--- config.mk ---
export PLATFORM = sky130hd
export DESIGN_NAME = mmd_memory_map_decoder
export DESIGN_NICKNAME = d
export VERILOG_FILES = /design/src/pkg/mmd_pkg.sv /design/src/rtl/mmd_memory_map_decoder.sv
export SDC_FILE = /design/constraint.sdc
export NUM_CORES = 1
export LEC_CHECK = 0
export BUFFER_PORTS_ARGS = -buffer_cell sky130_fd_sc_hd__buf_2
export CAP_MARGIN = 25
export CORE_ASPECT_RATIO = 1.4
export CORE_MARGIN = 2
export CORE_UTILIZATION = 30
export DETAILED_ROUTE_END_ITERATION = 8
export PLACE_DENSITY = 0.52
export SLEW_MARGIN = 20
export SYNTH_ARGS = -nofsm -noshare
export SYNTH_HDL_FRONTEND = slang
export SYNTH_SLANG_ARGS = --single-unit
--- constraint.sdc ---
create_clock -name mclk_i -period 4.4 [get_ports mclk_i]
set_input_delay 0 -clock mclk_i [delete_from_list [all_inputs] [get_ports mclk_i]]
set_output_delay 0 -clock mclk_i [all_outputs]
set_load 0.02 [all_outputs]
--- src/pkg/mmd_pkg.sv ---
// constants for the program and data memory map decoder
// assumes: an 8-bit core with a 13-bit program counter and four data banks
package mmd_pkg;
    // ==================================================================
    // program memory
    localparam int          PC_WIDTH       = 13;
    localparam int          PROG_PHYS_BITS = 11;            // 2K-word fold window
    localparam logic [12:0] RESET_VECTOR   = 13'h0000;
    localparam logic [12:0] IRQ_VECTOR     = 13'h0004;
    localparam logic [12:0] PROG_TOP_SMALL = 13'h03FF;
    localparam logic [12:0] PROG_TOP_LARGE = 13'h07FF;

    // ==================================================================
    // core register offsets within a bank
    localparam logic [6:0]  OFS_INDIRECT   = 7'h00;
    localparam logic [6:0]  OFS_STATUS     = 7'h03;
    localparam logic [6:0]  OFS_POINTER    = 7'h04;
    localparam logic [6:0]  SFR_TOP        = 7'h1F;         // lowest 32 of banks 0 and 1
    localparam logic [6:0]  ALIAS_SFR_TOP  = 7'h0B;
    localparam logic [6:0]  SHARED_LOW     = 7'h70;

    // ==================================================================
    // status fields and reset values
    localparam int          STAT_PTR_HI_BIT  = 7;           // pointer bank-high bit
    localparam int          STAT_SEL_HI_BIT  = 6;           // bank_sel_high
    localparam int          STAT_SEL_LO_BIT  = 5;           // bank_sel_low
    localparam logic [7:0]  STATUS_RESET     = 8'h18;
    localparam logic [7:0]  POINTER_RESET    = 8'h00;

    // ==================================================================
    // general purpose ram windows
    localparam logic [6:0]  GPR_LO_LARGE   = 7'h20;
    localparam logic [6:0]  GPR_LO_SMALL   = 7'h40;
    localparam logic [6:0]  GPR_HI_B0      = 7'h7F;
    localparam logic [6:0]  GPR_LO_B1      = 7'h20;         // A0h within bank 1
    localparam logic [6:0]  GPR_HI_B1      = 7'h3F;         // BFh within bank 1
    localparam logic [6:0]  GPR_B1_BASE    = 7'h60;         // cell index of A0h
    localparam int          GPR_DEPTH      = 128;

    // ==================================================================
    // decoded target of a data access
    typedef enum logic [2:0] {
        MMD_TGT_NONE, MMD_TGT_STATUS, MMD_TGT_POINTER, MMD_TGT_SFR, MMD_TGT_GPR
    } mmd_target_type;
endpackage

--- src/rtl/mmd_memory_map_decoder.sv ---
// program counter and data memory map decoder for the 8-bit core
// assumes: core drives single-cycle read/write strobes on mclk_i; peripherals
// answer their special_function_cell reads combinationally in the same cycle
//
// Operation
// - program counter is thirteen bits, addressing eight thousand fourteen-bit words.
// - 1K words implemented on small variant, 2K words on larger ones.
// - fetches above 2K words fold into the first 2K words; small variant flags 400h-7FFh unimplemented.
// - reset loads address 0000h; a taken interrupt vectors to 0004h.
// - special function cells occupy the lowest 32 addresses of banks 0 and 1; banks 2 and 3 alias only 00h-0Bh.
// - larger variant: 20h-7Fh and A0h-BFh are general RAM.
// - small variant: only 40h-7Fh are general RAM.
// - bank 1 F0h-FFh share storage with bank 0 70h-7Fh.
// - unimplemented locations read zero; writes to them are dropped.
// - bank chosen by bank_sel_high and bank_sel_low: 00,01,10,11 give banks 0-3.
// - general RAM is 64 or 128 bytes, reachable directly or indirectly.
// - address 00h is not a cell; it accesses through the indirect pointer.
`timescale 1ns/1ps
module mmd_memory_map_decoder #(
    parameter bit SMALL_VARIANT = 1'b0
) (
    // clock and reset
    input  wire logic        mclk_i,
    input  wire logic        nrst_i,
    // program counter control from the core
    input  wire logic        pc_inc_i,
    input  wire logic        pc_load_i,
    input  wire logic [12:0] pc_load_val_i,
    input  wire logic        irq_take_i,
    // program memory side
    output logic      [12:0] pc_o,
    output logic      [10:0] prog_addr_o,
    output logic             prog_impl_o,
    // data access from the core
    input  wire logic [6:0]  dm_addr_i,
    input  wire logic        dm_rd_i,
    input  wire logic        dm_wr_i,
    input  wire logic [7:0]  dm_wdata_i,
    output logic      [7:0]  dm_rdata_o,
    output logic             dm_rvalid_o,
    // core register view
    output logic      [7:0]  status_o,
    output logic      [7:0]  pointer_o,
    // peripheral special function cells
    output logic             sfr_rd_o,
    output logic             sfr_wr_o,
    output logic      [7:0]  sfr_addr_o,
    output logic      [7:0]  sfr_wdata_o,
    input  wire logic [7:0]  sfr_rdata_i
);
    // ==================================================================
    // program counter
    logic [12:0] pc_reg;
    logic [12:0] pc_next;

    // next program address: interrupt beats load beats increment
    always_comb begin
        pc_next = pc_reg;
        if (irq_take_i) begin
            pc_next = mmd_pkg::IRQ_VECTOR;
        end else if (pc_load_i) begin
            pc_next = pc_load_val_i;
        end else if (pc_inc_i) begin
            pc_next = pc_reg + 13'h0001;
        end
    end

    // register the counter
    always_ff @(posedge mclk_i) begin
        if (!nrst_i) begin
            pc_reg <= mmd_pkg::RESET_VECTOR;
        end else begin
            pc_reg <= pc_next;
        end
    end

    // fetch address folds into the 2K window, upper bits ignored
    assign pc_o        = pc_reg;
    assign prog_addr_o = pc_reg[mmd_pkg::PROG_PHYS_BITS-1:0];
    assign prog_impl_o = SMALL_VARIANT
                       ? ({2'b00, prog_addr_o} <= mmd_pkg::PROG_TOP_SMALL)
                       : ({2'b00, prog_addr_o} <= mmd_pkg::PROG_TOP_LARGE);

    // ==================================================================
    // core registers and ram storage
    logic [7:0]  status_reg;
    logic [7:0]  status_next;
    logic [7:0]  pointer_reg;
    logic [7:0]  pointer_next;
    logic [7:0]  rdata_reg;
    logic [7:0]  rdata_next;
    logic        rvalid_reg;
    logic        rvalid_next;
    logic [7:0]  gpr_mem [mmd_pkg::GPR_DEPTH];

    // ==================================================================
    // address formation and decode
    logic [8:0]  full_addr;
    logic [1:0]  bank;
    logic [6:0]  ofs;
    logic        canon_ok;
    logic [7:0]  canon;
    logic [6:0]  gpr_idx;
    mmd_pkg::mmd_target_type tgt;

    // direct uses bank select bits, indirect uses the pointer
    always_comb begin
        if (dm_addr_i == mmd_pkg::OFS_INDIRECT) begin
            full_addr = {status_reg[mmd_pkg::STAT_PTR_HI_BIT], pointer_reg};
        end else begin
            full_addr = {status_reg[mmd_pkg::STAT_SEL_HI_BIT],
                         status_reg[mmd_pkg::STAT_SEL_LO_BIT], dm_addr_i};
        end
    end

    assign bank = full_addr[8:7];
    assign ofs  = full_addr[6:0];

    // fold every bank onto a canonical bank 0 / bank 1 address
    always_comb begin
        canon_ok = 1'b1;
        canon    = {1'b0, ofs};
        case (bank)
            2'd0: begin
                canon = {1'b0, ofs};
            end
            2'd1: begin
                canon = (ofs >= mmd_pkg::SHARED_LOW) ? {1'b0, ofs}
                                                     : {1'b1, ofs};
            end
            2'd2: begin
                canon_ok = (ofs <= mmd_pkg::ALIAS_SFR_TOP)
                         || (ofs >= mmd_pkg::SHARED_LOW);
                canon    = {1'b0, ofs};
            end
            2'd3: begin
                canon_ok = (ofs <= mmd_pkg::ALIAS_SFR_TOP)
                         || (ofs >= mmd_pkg::SHARED_LOW);
                canon    = (ofs >= mmd_pkg::SHARED_LOW) ? {1'b0, ofs} : {1'b1, ofs};
            end
            default: begin
                canon_ok = 1'b0;
            end
        endcase
    end

    // classify the canonical address
    always_comb begin
        tgt     = mmd_pkg::MMD_TGT_NONE;
        gpr_idx = 7'h00;
        if (!canon_ok) begin
            tgt = mmd_pkg::MMD_TGT_NONE;
        end else if (canon[6:0] <= mmd_pkg::SFR_TOP) begin
            case (canon[6:0])
                mmd_pkg::OFS_INDIRECT: tgt = mmd_pkg::MMD_TGT_NONE;
                mmd_pkg::OFS_STATUS:   tgt = mmd_pkg::MMD_TGT_STATUS;
                mmd_pkg::OFS_POINTER:  tgt = mmd_pkg::MMD_TGT_POINTER;
                default:               tgt = mmd_pkg::MMD_TGT_SFR;
            endcase
        end else if (!canon[7]) begin
            if (SMALL_VARIANT) begin
                if (canon[6:0] >= mmd_pkg::GPR_LO_SMALL) begin
                    tgt     = mmd_pkg::MMD_TGT_GPR;
                    gpr_idx = canon[6:0] - mmd_pkg::GPR_LO_SMALL;
                end
            end else if (canon[6:0] >= mmd_pkg::GPR_LO_LARGE) begin
                tgt     = mmd_pkg::MMD_TGT_GPR;
                gpr_idx = canon[6:0] - mmd_pkg::GPR_LO_LARGE;
            end
        end else if (!SMALL_VARIANT && canon[6:0] >= mmd_pkg::GPR_LO_B1
                     && canon[6:0] <= mmd_pkg::GPR_HI_B1) begin
            tgt     = mmd_pkg::MMD_TGT_GPR;
            gpr_idx = canon[6:0] - mmd_pkg::GPR_LO_B1 + mmd_pkg::GPR_B1_BASE;
        end
    end

    // peripheral cell strobes, decoded in the request cycle
    assign sfr_rd_o    = dm_rd_i && (tgt == mmd_pkg::MMD_TGT_SFR);
    assign sfr_wr_o    = dm_wr_i && (tgt == mmd_pkg::MMD_TGT_SFR);
    assign sfr_addr_o  = canon;
    assign sfr_wdata_o = dm_wdata_i;

    // ==================================================================
    // next values of core registers and read data
    always_comb begin
        status_next  = status_reg;
        pointer_next = pointer_reg;
        rdata_next   = rdata_reg;
        rvalid_next  = dm_rd_i;
        if (dm_wr_i) begin
            case (tgt)
                mmd_pkg::MMD_TGT_STATUS:  status_next  = dm_wdata_i;
                mmd_pkg::MMD_TGT_POINTER: pointer_next = dm_wdata_i;
                default:                  status_next  = status_reg;
            endcase
        end
        if (dm_rd_i) begin
            case (tgt)
                mmd_pkg::MMD_TGT_STATUS:  rdata_next = status_reg;
                mmd_pkg::MMD_TGT_POINTER: rdata_next = pointer_reg;
                mmd_pkg::MMD_TGT_SFR:     rdata_next = sfr_rdata_i;
                mmd_pkg::MMD_TGT_GPR:     rdata_next = gpr_mem[gpr_idx];
                default:                  rdata_next = 8'h00;
            endcase
        end
    end

    // register core state and read data
    always_ff @(posedge mclk_i) begin
        if (!nrst_i) begin
            status_reg  <= mmd_pkg::STATUS_RESET;
            pointer_reg <= mmd_pkg::POINTER_RESET;
            rdata_reg   <= 8'h00;
            rvalid_reg  <= 1'b0;
        end else begin
            status_reg  <= status_next;
            pointer_reg <= pointer_next;
            rdata_reg   <= rdata_next;
            rvalid_reg  <= rvalid_next;
        end
    end

    // ram cells keep no reset; only decoded ram writes land
    always_ff @(posedge mclk_i) begin
        if (dm_wr_i && tgt == mmd_pkg::MMD_TGT_GPR) begin
            gpr_mem[gpr_idx] <= dm_wdata_i;
        end
    end

    assign dm_rdata_o  = rdata_reg;
    assign dm_rvalid_o = rvalid_reg;
    assign status_o    = status_reg;
    assign pointer_o   = pointer_reg;
endmodule

==> results.json <==
{
  "core_um2": 137000,
  "drive_gt1_share_pct": 19.6,
  "p_seq_share_pct": 53.1,
  "via_per_inst": 5.33,
  "fin_ws_ns": 0.208,
  "stdcell_area_um2": 49800,
  "worstSetupPathType": "reg2reg",
  "postSynthCellCount": 2789,
  "p_leak_nw": 16.2,
  "pin_count": 111,
  "startpoint": "pointer_o[6]$_SDFFE_PN0P_",
  "cpPeakStageDelay_ns": 0.60,
  "cp-start-kind": "register",
  "p_int_mw": 16.1,
  "finalClockSkew_ns": 0.0486,
  "synth-edff-count": 1024,
  "port_buffers": 109,
  "ys_ff_latch": 1062,
  "required_ns": 5.04,
  "path_common_cell": "nand2_1",
  "syn_nets": 2836,
  "routed_wl_um": 134000,
  "netSwitchingPower_mw": 4.90,
  "htree_levels": 3,
  "switching_share_pct": 23.3,
  "rows": 161,
  "hold_start": "pc_load_val_i[2]",
  "rsz0062_at_grt": "false",
  "start_util_pct": 30.1,
  "finalSetupTns_ns": 0,
  "grt_pass1_vias": 26510,
  "route.detailed.drc": 0,
  "layout_common_cells": "1,024 x edfxtp_1, 465 x nor2_1, 291 x buf_4",
  "syn2layout_area_growth_pct": 20.5,
  "clkTransAtPathRegs_ns": 0.08,
  "maxCapViolCount": 0,
  "cp_slowest_cell": "dlygate4sd3_1",
  "synth.yosys.seq_area_share_pct": 76.2,
  "die_area_um2": 141000,
  "period_needed_ns": 4.19,
  "setup_viol": 0,
  "firstDrtPassIters": 5,
  "avgSynthCellArea_um2": 14.8,
  "dp_cells": 4792,
  "arrival_ns": 4.83,
  "cellPowerDensity_nw_per_um2": 422,
  "antenna_found_initial": 4,
  "place_area_um2": 45900,
  "cts_made_buffers": 96,
  "drt_iter0_markers": 2671,
  "cts_tree": "yes",
  "synth_cell_type_count": 93,
  "worstSkewPairLatency_ns": 0.74,
  "hold_viol": 0,
  "clkPwrFrac_pct": 39.6,
  "cp-end-kind": "register",
  "gr-total-overflow": 0,
  "synthArstFlopShare_pct": 0,
  "antenna_left": 0,
  "max_freq_mhz": 239,
  "place_ws_ns": -0.172,
  "worst-path-max-fanout": 10,
  "slew_viol_final": 0,
  "peakVddDrop_mv": 0.345,
  "cts_root_buf": "clkbuf_16",
  "fin_cells": 5030,
  "rr_startpoint": "pointer_o[6]$_SDFFE_PN0P_",
  "cpLargestDelayFamily": "buffers and inverters",
  "nets": 3208,
  "critPathBufInv": 3,
  "grt_first_pass_wirelength_um": 191000,
  "vias": 26805,
  "status": "finished clean",
  "grt_usage_pct": 18.6,
  "dieHeight_um": 443,
  "grt_max_degree": 132,
  "yosysWarnings": 0,
  "die-width_um": 318,
  "crit_chain": "or2_2, a21o_1, a2111oi_4, nor2_2, o211ai_1, buf_4, and4b_1, nand2_1, nand2_1, dlygate4sd3_1, nand2_1, dlygate4sd3_1, o31ai_1",
  "netlist_area_um2": 41400,
  "wl_per_cell_um": 26.7,
  "slew_headroom_pct": 35.3,
  "ctsLongestPathBuffers": 3,
  "cts_num_sinks": 1062,
  "hp-class": "in2reg",
  "fin_hold_ws_ns": 0.142,
  "synthFlopType": "edfxtp_1",
  "worstMarginPinSlew_ns": 0.970,
  "gp_congestion": 0.905,
  "mostFrequentLayoutCell": "edfxtp_1",
  "hpwl_um": 86200,
  "period_share_pct": 95.3,
  "power_frac_comb_pct": 7.3
}
-- registers in the layout, indices dropped and copies added, names as in the netlist --
signal / cells
dm_rdata_o: 8
dm_rvalid_o: 1
gpr_mem: 1024
pc_o: 13
pointer_o: 8
status_o: 8
-- area by class of cell --
cell class              instances  area, um2
fillers                     13004      87400
flip-flops and latches       1062      31500
multi-input cells            1511       9090
repair buffers                478       3850
clock buffers                 121       2530
well taps                    1793       2240
clock inverters                51        543
inverters                      12       45.0
diodes                          2       5.00
-- Yosys cell counts, types with 4 or more instances --
| library cell | count | share of area, % |
|---|---|---|
| o21ai_0 | 28 | 0.34 |
| o31ai_1 | 77 | 1.4 |
| o21ai_1 | 5 | 0.060 |
| nor2_1 | 470 | 4.3 |
| o2111ai_1 | 8 | 0.17 |
| or3_1 | 11 | 0.17 |
| nand2_1 | 106 | 0.96 |
| o22ai_1 | 252 | 3.8 |
| o31a_1 | 13 | 0.28 |
| xnor2_1 | 5 | 0.11 |
| a21boi_0 | 14 | 0.25 |
| nor4_1 | 8 | 0.12 |
| o22a_1 | 8 | 0.17 |
| buf_6 | 4 | 0.11 |
| a22o_1 | 11 | 0.23 |
| dfxtp_1 | 38 | 1.8 |
| nand4_1 | 12 | 0.18 |
| a32oi_1 | 10 | 0.21 |
| clkbuf_1 | 92 | 0.83 |
| a22oi_1 | 25 | 0.45 |
| nand3_1 | 36 | 0.44 |
| a222oi_1 | 25 | 0.61 |
| buf_2 | 57 | 0.69 |
| buf_1 | 13 | 0.12 |
| ha_1 | 4 | 0.12 |
| or2_2 | 4 | 0.060 |
| o41ai_1 | 6 | 0.13 |
| inv_1 | 10 | 0.091 |
| a21oi_1 | 31 | 0.38 |
| o221a_2 | 4 | 0.11 |
| a31oi_1 | 20 | 0.30 |
| and3_1 | 5 | 0.076 |
| and2_1 | 8 | 0.12 |
| xor2_1 | 5 | 0.11 |
| buf_4 | 38 | 0.69 |
| edfxtp_1 | 1024 | 74 |
| nor3_1 | 107 | 1.3 |
| a41oi_1 | 10 | 0.21 |
| o32ai_1 | 59 | 1.2 |
| or4_1 | 14 | 0.25 |
| o211ai_1 | 12 | 0.22 |
| a21o_1 | 4 | 0.073 |
| o221ai_1 | 22 | 0.47 |
-- cells by family (layout without fill, tap and decap cells) --
kind of cell,after synthesis,after routing,share of synthesized area [%]
fa+ha+maj,4,4,0.121
xor+xnor,10,10,0.212
flops,1062,1062,76.2
compound gates,685,685,12.2
buf+inv,216,662,2.55
mux,4,4,0.0998
simple gates,807,807,8.57
other cells,1,3,0.00907
-- power by group through the flow --
stage                     combinational [mW]  clock (mW)  sequential, mW
after global routing                    1.61        8.83            11.1
after detailed placement                1.46           0            11.4
after CTS                               1.50        8.51            11.1
final                                   1.54        8.33            11.1
after floorplan                        0.642           0            11.4
after global placement                  1.45           0            11.4
-- metrics by stage --
step	power [mW]	utilization (%)
after floorplan	12.0	-
after global placement	12.8	33.5
after detailed placement	12.8	33.5
after CTS	21.2	36.1
after global routing	21.6	36.3
final	21.0	36.3
-- worst paths after layout --
| check | to | slack [ns] | cells after the start |
|---|---|---|---|
| min | pc_o[2]$_SDFFE_PN0P_ | 0.14 | 4 |
| max | dm_rdata_o[7]$_SDFFE_PN0P_ | 0.21 | 13 |
| min reg2reg | status_o[1]$_SDFFE_PN0P_ | 0.50 | 2 |
| max reg2reg | dm_rdata_o[7]$_SDFFE_PN0P_ | 0.21 | 13 |
-- timing repair --
item / in CTS / in global routing
endpoints found under the hold margin: 561 / 0
endpoints found under the setup margin: 3 / 88
hold buffers: 58 / 0
gates resized for setup: 4 / 29
cloned: 0 / 2
pin swaps: 0 / 6
buffers inserted: 0 / 4
-- metal layers --
layer | vias up | track usage [%] | part of all wire [%]
met1 | 13648 | 22.2 | 38
li1 | 11818 | - | -
met4 | 2 | 9.80 | 5.2
met2 | 1087 | 32.4 | 50
met5 | - | 0 | 0.010
met3 | 250 | 2.62 | 5.8
-- worst min-delay path, delay by kind of cell --
family	cells	cell delay (ns)
compound gates	1	0.09
mux	1	0.13
buf+inv	2	0.61
No activity file was read; power rests on OpenSTA's default activity.
